--- config.mk ---
export PLATFORM = sky130hd
export DESIGN_NAME = dit_timer
export DESIGN_NICKNAME = d
export VERILOG_FILES = /design/src/hw/dit_pkg.sv /design/src/hw/dit_timer.sv
export SDC_FILE = /design/constraint.sdc
export NUM_CORES = 1
export LEC_CHECK = 0
export ABC_AREA = 1
export BUFFER_PORTS_ARGS = -buffer_cell sky130_fd_sc_hd__buf_2
export CORE_MARGIN = 5
export CORE_UTILIZATION = 32
export DETAILED_ROUTE_END_ITERATION = 16
export RECOVER_POWER = 25
export SETUP_SLACK_MARGIN = 0.1
export SYNTH_ARGS = -nofsm -noshare
export SYNTH_HDL_FRONTEND = slang
export SYNTH_SLANG_ARGS = --single-unit
export TNS_END_PERCENT = 50
--- constraint.sdc ---
create_clock -name clk_sys -period 5.6 [get_ports clk_sys]
set_input_delay 1.4 -clock clk_sys [delete_from_list [all_inputs] [get_ports clk_sys]]
set_output_delay 1.4 -clock clk_sys [all_outputs]
set_load 0.05 [all_outputs]
--- src/hw/dit_pkg.sv ---
// Function
// - one setting picks up or down counting
// - up mode counts from zero to interval
// - down mode loads interval, counts to zero
// - time base picks hours:minutes or minutes:seconds
// - first interval spans 00:00 to 99:59
// - first interval shown only when flag set
// - first lamp reflects first timer condition
// - second lamp reflects second timer condition
// - second timer starts when first completes
// - second lamp flashes running or paused, else off
// - trigger off disables timers, hides first interval
package dit_pkg;

    // ----------------------------------------------------------------
    // timing
    // ----------------------------------------------------------------
    localparam int unsigned CLK_PERIOD_NS = 8;  // 125 MHz system clock
    localparam int unsigned SEC_NS = 1_000_000_000;  // one second
    localparam int unsigned SEC_CYCLES = SEC_NS / CLK_PERIOD_NS;
    localparam int unsigned PRESC_W = 27;  // holds one second of cycles
    localparam int unsigned BLINK_W = 26;  // free-running blink counter
    localparam int unsigned BLINK_SLOW_BIT = 25;  // about 0.27 s half period
    localparam int unsigned BLINK_FAST_BIT = 23;  // quick flash when paused

    // ----------------------------------------------------------------
    // time field limits
    // ----------------------------------------------------------------
    localparam logic [5:0] LOW_MAX = 6'h3b;  // 59, lower field top
    localparam logic [6:0] HIGH_MAX = 7'h63;  // 99, upper field top

    // ----------------------------------------------------------------
    // register map (byte addresses) and field positions
    // ----------------------------------------------------------------
    localparam int unsigned ADDR_W = 5;
    localparam logic [4:0] OFS_CTRL = 5'h00;
    localparam logic [4:0] OFS_T1 = 5'h04;
    localparam logic [4:0] OFS_T2 = 5'h08;
    localparam logic [4:0] OFS_STATUS = 5'h0c;
    localparam logic [4:0] OFS_COUNT = 5'h10;
    localparam int unsigned CTRL_TRIG = 0;  // timers enabled
    localparam int unsigned CTRL_DIR_DN = 1;  // count_descending_option
    localparam int unsigned CTRL_BASE_MS = 2;  // timer_time_base_setting
    localparam int unsigned CTRL_SHOW = 3;  // show first interval
    localparam int unsigned CTRL_END_ON = 4;  // first lamp on after T1
    localparam int unsigned CMD_START = 5;  // write one: start cycle
    localparam int unsigned CMD_PAUSE = 6;  // write one: pause/resume
    localparam int unsigned CMD_ABORT = 7;  // write one: end cycle now
    localparam int unsigned TIME_LO_LSB = 0;
    localparam int unsigned TIME_HI_LSB = 8;
    localparam int unsigned ST_VIS_BIT = 3;
    localparam int unsigned ST_LAMP1_BIT = 4;
    localparam int unsigned ST_LAMP2_BIT = 5;

    // ----------------------------------------------------------------
    // types
    // ----------------------------------------------------------------
    typedef struct packed {
        logic [6:0] hi;  // hours or minutes
        logic [5:0] lo;  // minutes or seconds
    } dit_time_t;

    typedef enum logic [2:0] {
        ST_IDLE = 3'h0,
        ST_T1_RUN = 3'h1,
        ST_T1_PAUSE = 3'h2,
        ST_T2_RUN = 3'h3,
        ST_T2_PAUSE = 3'h4,
        ST_DONE = 3'h5
    } dit_state_t;

    typedef struct packed {
        logic read;
        logic write;
        logic [ADDR_W-1:0] address;
        logic [31:0] writedata;
        logic [3:0] byteenable;
    } dit_avs_req_t;

    typedef struct packed {
        logic [31:0] readdata;
        logic waitrequest;
    } dit_avs_resp_t;

    typedef struct packed {
        dit_state_t st;
        logic trig;
        logic dir_dn;
        logic base_ms;
        logic show;
        logic end_on;
        dit_time_t t1;
        dit_time_t t2;
        dit_time_t cnt;
        logic [PRESC_W-1:0] presc;
        logic [5:0] sec;
        logic [BLINK_W-1:0] blink;
        logic lamp1;
        logic lamp2;
        logic vis;
        dit_avs_resp_t resp;
    } dit_regs_t;

endpackage

--- src/hw/dit_timer.sv ---
module dit_timer #(
    parameter int unsigned SEC_CYCLES = dit_pkg::SEC_CYCLES,
    parameter int unsigned BLINK_SLOW = dit_pkg::BLINK_SLOW_BIT,  // run flash
    parameter int unsigned BLINK_FAST = dit_pkg::BLINK_FAST_BIT  // pause flash
) (
    // clock and reset
    input wire logic clk_sys,
    input wire logic rst,
    // avalon-mm slave
    input wire dit_pkg::dit_avs_req_t avs_req,
    output dit_pkg::dit_avs_resp_t avs_resp,
    // front panel
    output logic first_timer_lamp,
    output logic second_timer_lamp,
    output logic first_timer_param_visible
);

    // ----------------------------------------------------------------
    // elaboration check
    // ----------------------------------------------------------------
    if (SEC_CYCLES < 2 || SEC_CYCLES > (1 << dit_pkg::PRESC_W)
        || BLINK_FAST >= BLINK_SLOW
        || BLINK_SLOW >= dit_pkg::BLINK_W) begin : g_bad
        $error("timing parameters out of range");
    end

    // ----------------------------------------------------------------
    // helpers
    // ----------------------------------------------------------------
    // one step up, lower field rolls into upper after 59
    function automatic dit_pkg::dit_time_t step_up(dit_pkg::dit_time_t t);
        dit_pkg::dit_time_t r;
        r = t;
        if (t.lo == dit_pkg::LOW_MAX) begin
            r.lo = 6'h00;
            r.hi = 7'(t.hi + 7'h01);
        end else begin
            r.lo = 6'(t.lo + 6'h01);
        end
        return r;
    endfunction

    // one step down, borrow from upper field
    function automatic dit_pkg::dit_time_t step_dn(dit_pkg::dit_time_t t);
        dit_pkg::dit_time_t r;
        r = t;
        if (t.lo == 6'h00) begin
            r.lo = dit_pkg::LOW_MAX;
            r.hi = 7'(t.hi - 7'h01);
        end else begin
            r.lo = 6'(t.lo - 6'h01);
        end
        return r;
    endfunction

    // clamp a written value into 00:00..99:59
    function automatic dit_pkg::dit_time_t clamp(logic [6:0] hi,
                                                 logic [5:0] lo);
        dit_pkg::dit_time_t r;
        r.hi = (hi > dit_pkg::HIGH_MAX) ? dit_pkg::HIGH_MAX : hi;
        r.lo = (lo > dit_pkg::LOW_MAX) ? dit_pkg::LOW_MAX : lo;
        return r;
    endfunction

    // place a time value in a bus word
    function automatic logic [31:0] to_word(dit_pkg::dit_time_t t);
        return {17'h0, t.hi, 2'h0, t.lo};
    endfunction

    // byte-lane merge of an interval write
    function automatic dit_pkg::dit_time_t wr_time(dit_pkg::dit_time_t o,
                                                   dit_pkg::dit_avs_req_t q);
        logic [6:0] hi;
        logic [5:0] lo;
        hi = q.byteenable[1] ? q.writedata[dit_pkg::TIME_HI_LSB +: 7] : o.hi;
        lo = q.byteenable[0] ? q.writedata[dit_pkg::TIME_LO_LSB +: 6] : o.lo;
        return clamp(hi, lo);
    endfunction

    // ----------------------------------------------------------------
    // state
    // ----------------------------------------------------------------
    dit_pkg::dit_regs_t s_q;  // all registers
    dit_pkg::dit_regs_t s_d;  // next value
    logic bus_go;  // access completes at this edge
    logic ctrl_wr;  // control low byte written
    logic cmd_start;  // start command
    logic cmd_pause;  // pause or resume command
    logic cmd_abort;  // end cycle command
    logic sec_tick;  // one second elapsed
    logic tick;  // count step in selected base
    logic done;  // count reached its end value
    dit_pkg::dit_time_t target;  // end value of running timer
    dit_pkg::dit_time_t stepped;  // count after one step

    // ----------------------------------------------------------------
    // next-state logic
    // ----------------------------------------------------------------
    always_comb begin
        s_d = s_q;
        bus_go = (avs_req.read || avs_req.write) && !s_q.resp.waitrequest;
        ctrl_wr = bus_go && avs_req.write && avs_req.byteenable[0]
                  && avs_req.address == dit_pkg::OFS_CTRL;
        cmd_start = ctrl_wr && avs_req.writedata[dit_pkg::CMD_START];
        cmd_pause = ctrl_wr && avs_req.writedata[dit_pkg::CMD_PAUSE];
        cmd_abort = ctrl_wr && avs_req.writedata[dit_pkg::CMD_ABORT];
        // prescaler wrap and minute/second step select
        sec_tick = s_q.presc == dit_pkg::PRESC_W'(SEC_CYCLES - 1);
        tick = s_q.base_ms ? sec_tick
                           : (sec_tick && s_q.sec == dit_pkg::LOW_MAX);
        // end value depends on direction and which timer runs
        if (s_q.dir_dn) begin
            target = '0;
        end else begin
            target = (s_q.st == dit_pkg::ST_T1_RUN) ? s_q.t1 : s_q.t2;
        end
        done = s_q.cnt == target;
        stepped = s_q.dir_dn ? step_dn(s_q.cnt) : step_up(s_q.cnt);
        s_d.blink = dit_pkg::BLINK_W'(s_q.blink + 1'b1);

        // bus handshake: one wait cycle, then a one-cycle answer
        s_d.resp.waitrequest = !((avs_req.read || avs_req.write)
                                 && s_q.resp.waitrequest);
        if ((avs_req.read || avs_req.write) && s_q.resp.waitrequest) begin
            unique case (avs_req.address)
                dit_pkg::OFS_CTRL: s_d.resp.readdata = {27'h0,
                    s_q.end_on, s_q.show, s_q.base_ms, s_q.dir_dn, s_q.trig};
                dit_pkg::OFS_T1: s_d.resp.readdata = to_word(s_q.t1);
                dit_pkg::OFS_T2: s_d.resp.readdata = to_word(s_q.t2);
                dit_pkg::OFS_STATUS: s_d.resp.readdata = {26'h0,
                    s_q.lamp2, s_q.lamp1, s_q.vis, s_q.st};
                dit_pkg::OFS_COUNT: s_d.resp.readdata = to_word(s_q.cnt);
                default: s_d.resp.readdata = 32'h00000000;
            endcase
        end

        // register writes take effect at the answering edge
        if (ctrl_wr) begin
            s_d.trig = avs_req.writedata[dit_pkg::CTRL_TRIG];
            s_d.dir_dn = avs_req.writedata[dit_pkg::CTRL_DIR_DN];
            s_d.base_ms = avs_req.writedata[dit_pkg::CTRL_BASE_MS];
            s_d.show = avs_req.writedata[dit_pkg::CTRL_SHOW];
            s_d.end_on = avs_req.writedata[dit_pkg::CTRL_END_ON];
        end
        if (bus_go && avs_req.write) begin
            if (avs_req.address == dit_pkg::OFS_T1) begin
                s_d.t1 = wr_time(s_q.t1, avs_req);
            end
            if (avs_req.address == dit_pkg::OFS_T2) begin
                s_d.t2 = wr_time(s_q.t2, avs_req);
            end
        end

        // prescaler runs only while a timer runs
        if (s_q.st == dit_pkg::ST_T1_RUN || s_q.st == dit_pkg::ST_T2_RUN) begin
            s_d.presc = sec_tick ? '0 : dit_pkg::PRESC_W'(s_q.presc + 1'b1);
            if (sec_tick) begin
                s_d.sec = (s_q.sec == dit_pkg::LOW_MAX) ? 6'h00
                                                        : 6'(s_q.sec + 6'h01);
            end
        end

        // sequencer
        if (!s_q.trig) begin
            s_d.st = dit_pkg::ST_IDLE;
            s_d.presc = '0;
            s_d.sec = 6'h00;
        end else begin
            unique case (s_q.st)
                dit_pkg::ST_IDLE, dit_pkg::ST_DONE: begin
                    // a new cycle always begins with the first timer
                    if (cmd_start) begin
                        s_d.st = dit_pkg::ST_T1_RUN;
                        s_d.cnt = s_q.dir_dn ? s_q.t1 : '0;
                        s_d.presc = '0;
                        s_d.sec = 6'h00;
                    end
                end
                dit_pkg::ST_T1_RUN, dit_pkg::ST_T2_RUN: begin
                    if (cmd_abort) begin
                        s_d.st = dit_pkg::ST_DONE;
                    end else if (cmd_pause) begin
                        s_d.st = (s_q.st == dit_pkg::ST_T1_RUN)
                                 ? dit_pkg::ST_T1_PAUSE : dit_pkg::ST_T2_PAUSE;
                    end else if (done && s_q.st == dit_pkg::ST_T1_RUN) begin
                        // first interval over: hand over to second
                        s_d.st = dit_pkg::ST_T2_RUN;
                        s_d.cnt = s_q.dir_dn ? s_q.t2 : '0;
                        s_d.presc = '0;
                        s_d.sec = 6'h00;
                    end else if (done) begin
                        s_d.st = dit_pkg::ST_DONE;
                    end else if (tick) begin
                        s_d.cnt = stepped;
                    end
                end
                dit_pkg::ST_T1_PAUSE, dit_pkg::ST_T2_PAUSE: begin
                    if (cmd_abort) begin
                        s_d.st = dit_pkg::ST_DONE;
                    end else if (cmd_pause) begin
                        s_d.st = (s_q.st == dit_pkg::ST_T1_PAUSE)
                                 ? dit_pkg::ST_T1_RUN : dit_pkg::ST_T2_RUN;
                    end
                end
                default: s_d.st = dit_pkg::ST_IDLE;
            endcase
        end

        // lamps: slow flash running, quick flash paused
        unique case (s_q.st)
            dit_pkg::ST_T1_RUN: s_d.lamp1 = s_q.blink[BLINK_SLOW];
            dit_pkg::ST_T1_PAUSE: s_d.lamp1 = s_q.blink[BLINK_FAST];
            dit_pkg::ST_IDLE: s_d.lamp1 = 1'b0;
            default: s_d.lamp1 = s_q.end_on;
        endcase
        unique case (s_q.st)
            dit_pkg::ST_T2_RUN: s_d.lamp2 = s_q.blink[BLINK_SLOW];
            dit_pkg::ST_T2_PAUSE: s_d.lamp2 = s_q.blink[BLINK_FAST];
            default: s_d.lamp2 = 1'b0;
        endcase
        s_d.vis = s_q.trig && s_q.show;
    end

    // ----------------------------------------------------------------
    // registers
    // ----------------------------------------------------------------
    always_ff @(posedge clk_sys) begin
        if (rst) begin
            s_q <= '0;
            s_q.resp.waitrequest <= 1'b1;
        end else begin
            s_q <= s_d;
        end
    end

    assign avs_resp = s_q.resp;
    assign first_timer_lamp = s_q.lamp1;
    assign second_timer_lamp = s_q.lamp2;
    assign first_timer_param_visible = s_q.vis;
endmodule

# ---- After elaboration in Yosys (flattened, before gate mapping)
# Cells that the tools add are included.
dict set report word_totals {
  ff_bits 142
  in_bits 45
  out_inout_bits 36
}
dict set report op_classes {
  n_addsub 7
  n_lt_le_gt_ge 4
  n_eq_ne 22
  mux 43
  n_bitwise 1
  n_reduce_logical 28
}
# cell count
set ops {}
lappend ops {{46-bit 2-to-1 mux} 3}
lappend ops {{13-bit 2-to-1 mux} 8}
lappend ops {{46-bit one-hot mux with 2 select lines} 1}
lappend ops {{15-bit one-hot mux with 5 select lines} 1}
lappend ops {{33-bit 2-to-1 mux} 2}
lappend ops {{6-bit 2-to-1 mux} 8}
lappend ops {{7-bit 2-to-1 mux} 6}
lappend ops {{27-bit by 1-bit adder with 27-bit output, second input constant} 1}
lappend ops {{27-bit == test, second input constant} 1}
lappend ops {{27-bit 2-to-1 mux} 1}
lappend ops {{26-bit by 1-bit adder with 26-bit output, second input constant} 1}
lappend ops {{3-bit 2-to-1 mux} 8}
lappend ops {{7-bit > comparator, second input constant} 2}
lappend ops {{13-bit == test} 1}
lappend ops {{6-bit by 1-bit adder with 6-bit output, second input constant} 2}
lappend ops {{6-bit == test, second input constant} 2}
lappend ops {{6-bit > comparator, second input constant} 2}
lappend ops {{1-bit logical AND} 11}
lappend ops {{5-bit by 4-bit == test with 1-bit output, second input constant} 2}
lappend ops {{3-bit inequality test, second input constant} 3}
lappend ops {{3-bit one-hot mux with 3 select lines} 1}
lappend ops {{9-bit AND reduction} 1}
lappend ops {{4-bit inequality test, second input constant} 2}
lappend ops {{2-bit OR reduction} 4}
lappend ops {{other kinds (24)} 31}

# ---- Depth between registers and ports, before layout
dict set report depth {
  ltp_word 9
  ltp_mapped 19
  mapped_depth_nobuf 17
}

# ---- Least setup slack after synthesis
# No wires, ideal clock.
dict set report synth_timing {
  path_type {input port to flip-flop}
  startpoint {in avs_req[37] (netlist bit)}
  endpoint {reg s_q[101] (netlist bit)}
  setup_ns 0.113
  arrival_ns 3.016
  setup_slack_ns 2.471
  path_stages 16
  path_cell_list {nor2_2 > nand2_2 > nor2_4 > nand4_2 > buf_2 > nor2_2 > nand2_1 > nand2_1 > nand2_1 > a21oi_1 > nand2_1 > inv_2 > nand4_4 > buf_6 > nor2_1 > nor2_1}
}
dict set report synth_between {
  elab_chain_len 5
}
# item line_no
set synth_lines {}
lappend synth_lines {{from (decl)} dit_timer.sv:10} ;# input wire dit_pkg::dit_avs_req_t avs_req,
lappend synth_lines {{5-bit zero test *} dit_timer.sv:103} ;# && avs_req.address == dit_pkg::OFS_CTRL;
lappend synth_lines {{1-bit logical AND *} dit_timer.sv:103}
lappend synth_lines {{1-bit logical AND (on tied branches)} {dit_timer.sv:106, dit_timer.sv:104, dit_timer.sv:105}}
lappend synth_lines {{2-bit inequality test (no line)} n/a}
lappend synth_lines {{9-bit AND reduction (no line) *} n/a}
lappend synth_lines {{to (decl)} dit_timer.sv:83} ;# dit_pkg::dit_regs_t s_q;
# Every way passes the cells marked *; elsewhere a longest branch is shown, timed or not.
# A chain may end at the register's enable or synchronous reset.

==> out/qor.yml <==
regArea_um2: 2462
critPathMaxFanout: 48
grt_max_degree: 49
tightestPinTransition_ns: 2.136
die_area_um2: 26730
ys_warn_count: 0
seq_area_frac_synth: 0.3266
drt_pre_antenna_iters: 5
maxCapViolations: 2
clkSinkCount: 123
clockPowerShare: 0.517
async_flop_share: 0
crit_type: "in -> reg"
drc: 0
skew_ns: 0.01199
drive_gt1_frac: 0.08141
drtIter0Drc: 590
totalWireLength_mm: 20.62
fp.dieW_um: 163.5
hold_ws_ns: 0.4555
arrival_ns: 4.54
post_cts_resized: 0
antenna_found_initial: 0
fin_crit_sh: 0.7493
cts_tree: "yes"
slowest_stage: "clkbuf_1"
start_util: 0.3231
violations: "max-capacitance violations, max-slew violations"
synth_edf_count: 0
outcome: "finished with violations"
ios: 81
portBuffers: 42
ir_drop_mv: 0.1920
fp.coreArea_um2: 23330
synth_area_um2: 7538
fin_crit_ns: 4.196
power.internal_w: 0.001493
finalSetupViolations: 0
grt_setup_unrepaired: "no"
hold_viol_final: 0
vias_per_cell: 4.900
synth_area_per_cell_um2: 6.613
clock_latency_ns: 0.42
clockBufferDepth: 2
post-cts-setup-buffers: 0
powerDensity_nw_per_um2: 247.6
n_antenna_cell: 0
hpwl_mm: 15.18
grt_use_total: 0.1566
fin_util: 0.3584
cp-end-kind: "flip-flop"
slew_violations: 89
ant_nets: 0
clockRootBuffer: "clkbuf_16"
worst_path_largest_cell_delay_ns: 1.56
final_nets: 1211
fmax_mhz: 238.3
p_switching_w: 0.0005771
holdCritPathClass: "reg -> reg"
slew_headroom: -0.4240
area_growth_pct: 10.94
vias: 7281
synth_cell_types: 51
htree_num_levels: 4
swShare: 0.2787
pwr-share-seq: 0.427
tns_ns: 0
fp.dieH_um: 163.5
synthFlopType: "dfxtp_1"
postCtsHoldBufs: 0
synth_seq_cells: 123
holdPathStages: 1
grt_pass1_vias: 6726
critical_path_required_ns: 5.94
syn_inst: 1140
clk_transition_reported_paths_ns: 0.06
cpMostUsedCell: "clkbuf_1"
numCtsBuffers: 17
wire_per_inst_um: 13.88
grt_first_pass_wirelength_mm: 34.14
place.gp.congestion: 0.8858
reg2reg_depth: 14
nFillCells: 2501
p_leak_nw: 3.316
grt.overflow.total: 0
multi_input_area_um2: 4195
start_kind: "input pin"
fp-row-count: 56
pwr-share-comb: 0.056
crit_chain: "clkbuf_1 -> inv_1 -> clkbuf_1 -> o21ai_0 -> a21oi_1"
==> routing by layer <==
layer / GRT usage / vias to the layer above / wire length, um
li1: - / 3730 / -
met1: 0.2203 / 3296 / 10140
met3: 0.02851 / 24 / 1145
met2: 0.2462 / 231 / 9033
met4: 0.04346 / 0 / 304
met5: 0 / - / 0
==> final cells by class <==
type	count	area share
clock buffer	17	0.05087
clock inverter	15	0.01735
inverter	132	0.05955
multi-input combinational	832	0.5016
sequential	123	0.2944
tap	319	0.04773
timing repair buffer	48	0.02843
==> flip-flops by register name (all words and copies together), names as in the netlist <==
| register | count |
|---|---|
| second_timer_lamp | 1 |
| first_timer_lamp | 1 |
| avs_resp | 14 |
| s_q | 106 |
| first_timer_param_visible | 1 |
==> cell families after synthesis <==
kind of cell    after synthesis  synth area share
simple gates                561            0.3344
flops                       123            0.3266
fa+ha+maj                    12           0.02091
xor+xnor                     42           0.04880
compound gates              197            0.1416
other cells                   1         0.0004974
buf+inv                     203            0.1258
mux                           1          0.001328
==> cell usage in the layout (no fill, tap or decap), drive strengths merged, types with 2 or more instances in the layout <==
master,synthesis,layout
dfxtp,123,123
nor3b,5,5
buf,48,36
ha,11,11
conb,1,19
o22ai,12,12
nor3,35,35
clkinv,1,3
inv,131,141
nand3,73,73
a21oi,76,76
nor4,12,12
o21ai,86,86
nor2,136,136
clkinvlp,0,3
xnor2,6,6
a211oi,7,7
xor2,36,36
nand3b,2,2
nand2,262,262
a221oi,3,3
clkbuf,23,29
a31oi,5,5
nand4,33,33
o211ai,2,2
==> worst paths after layout <==
kind                            startpoint       end  slack (ns)
worst max-delay path                   rst  s_q[137]        1.40
worst min-delay path               s_q[36]   s_q[36]        0.46
worst max register to register    s_q[137]  s_q[104]        2.45
worst min register to register     s_q[36]   s_q[36]        0.46
==> worst max-delay path, delay by kind of cell <==
kind / cells / cell delay, ns
buffers and inverters: 3 / 2.51
AO/OA/AOI/OAI: 2 / 0.60
==> per-stage QoR <==
stage / setup slack (ns) / area, um2 / std cells / power, W
finish: 1.404 / 8363 / 1486 / 0.002071
CTS: 1.970 / 8381 / 1486 / 0.002092
detailed placement: 1.533 / 7810 / 1454 / 0.001020
global placement: 1.542 / 7810 / 1454 / 0.001019
global route: 1.063 / 8363 / 1486 / 0.002144
floorplan: 2.471 / 7606 / 1158 / 0.001000
==> cell usage after synthesis (all sizes together) (12+ instances only) <==
library cell | n | area share
nor4 | 12 | 0.010
dfxtp | 123 | 0.33
nor2 | 136 | 0.073
nand3 | 73 | 0.055
o22ai | 12 | 0.010
nor3 | 35 | 0.023
a21oi | 76 | 0.050
buf | 48 | 0.048
clkbuf | 23 | 0.011
o21ai | 86 | 0.058
xor2 | 36 | 0.042
nand2 | 262 | 0.13
inv | 131 | 0.066
nand4 | 33 | 0.030
==> power groups by stage <==
stage               Sequential (W)  Combinational, W  Clock [W]
finish                    0.000885          0.000116    0.00107
global route              0.000885          0.000126    0.00113
CTS                       0.000885          0.000115    0.00109
detailed placement        0.000905          0.000115          0
global placement          0.000905          0.000114          0
floorplan                 0.000902         0.0000977          0
Power figures use the tool's default switching activity.
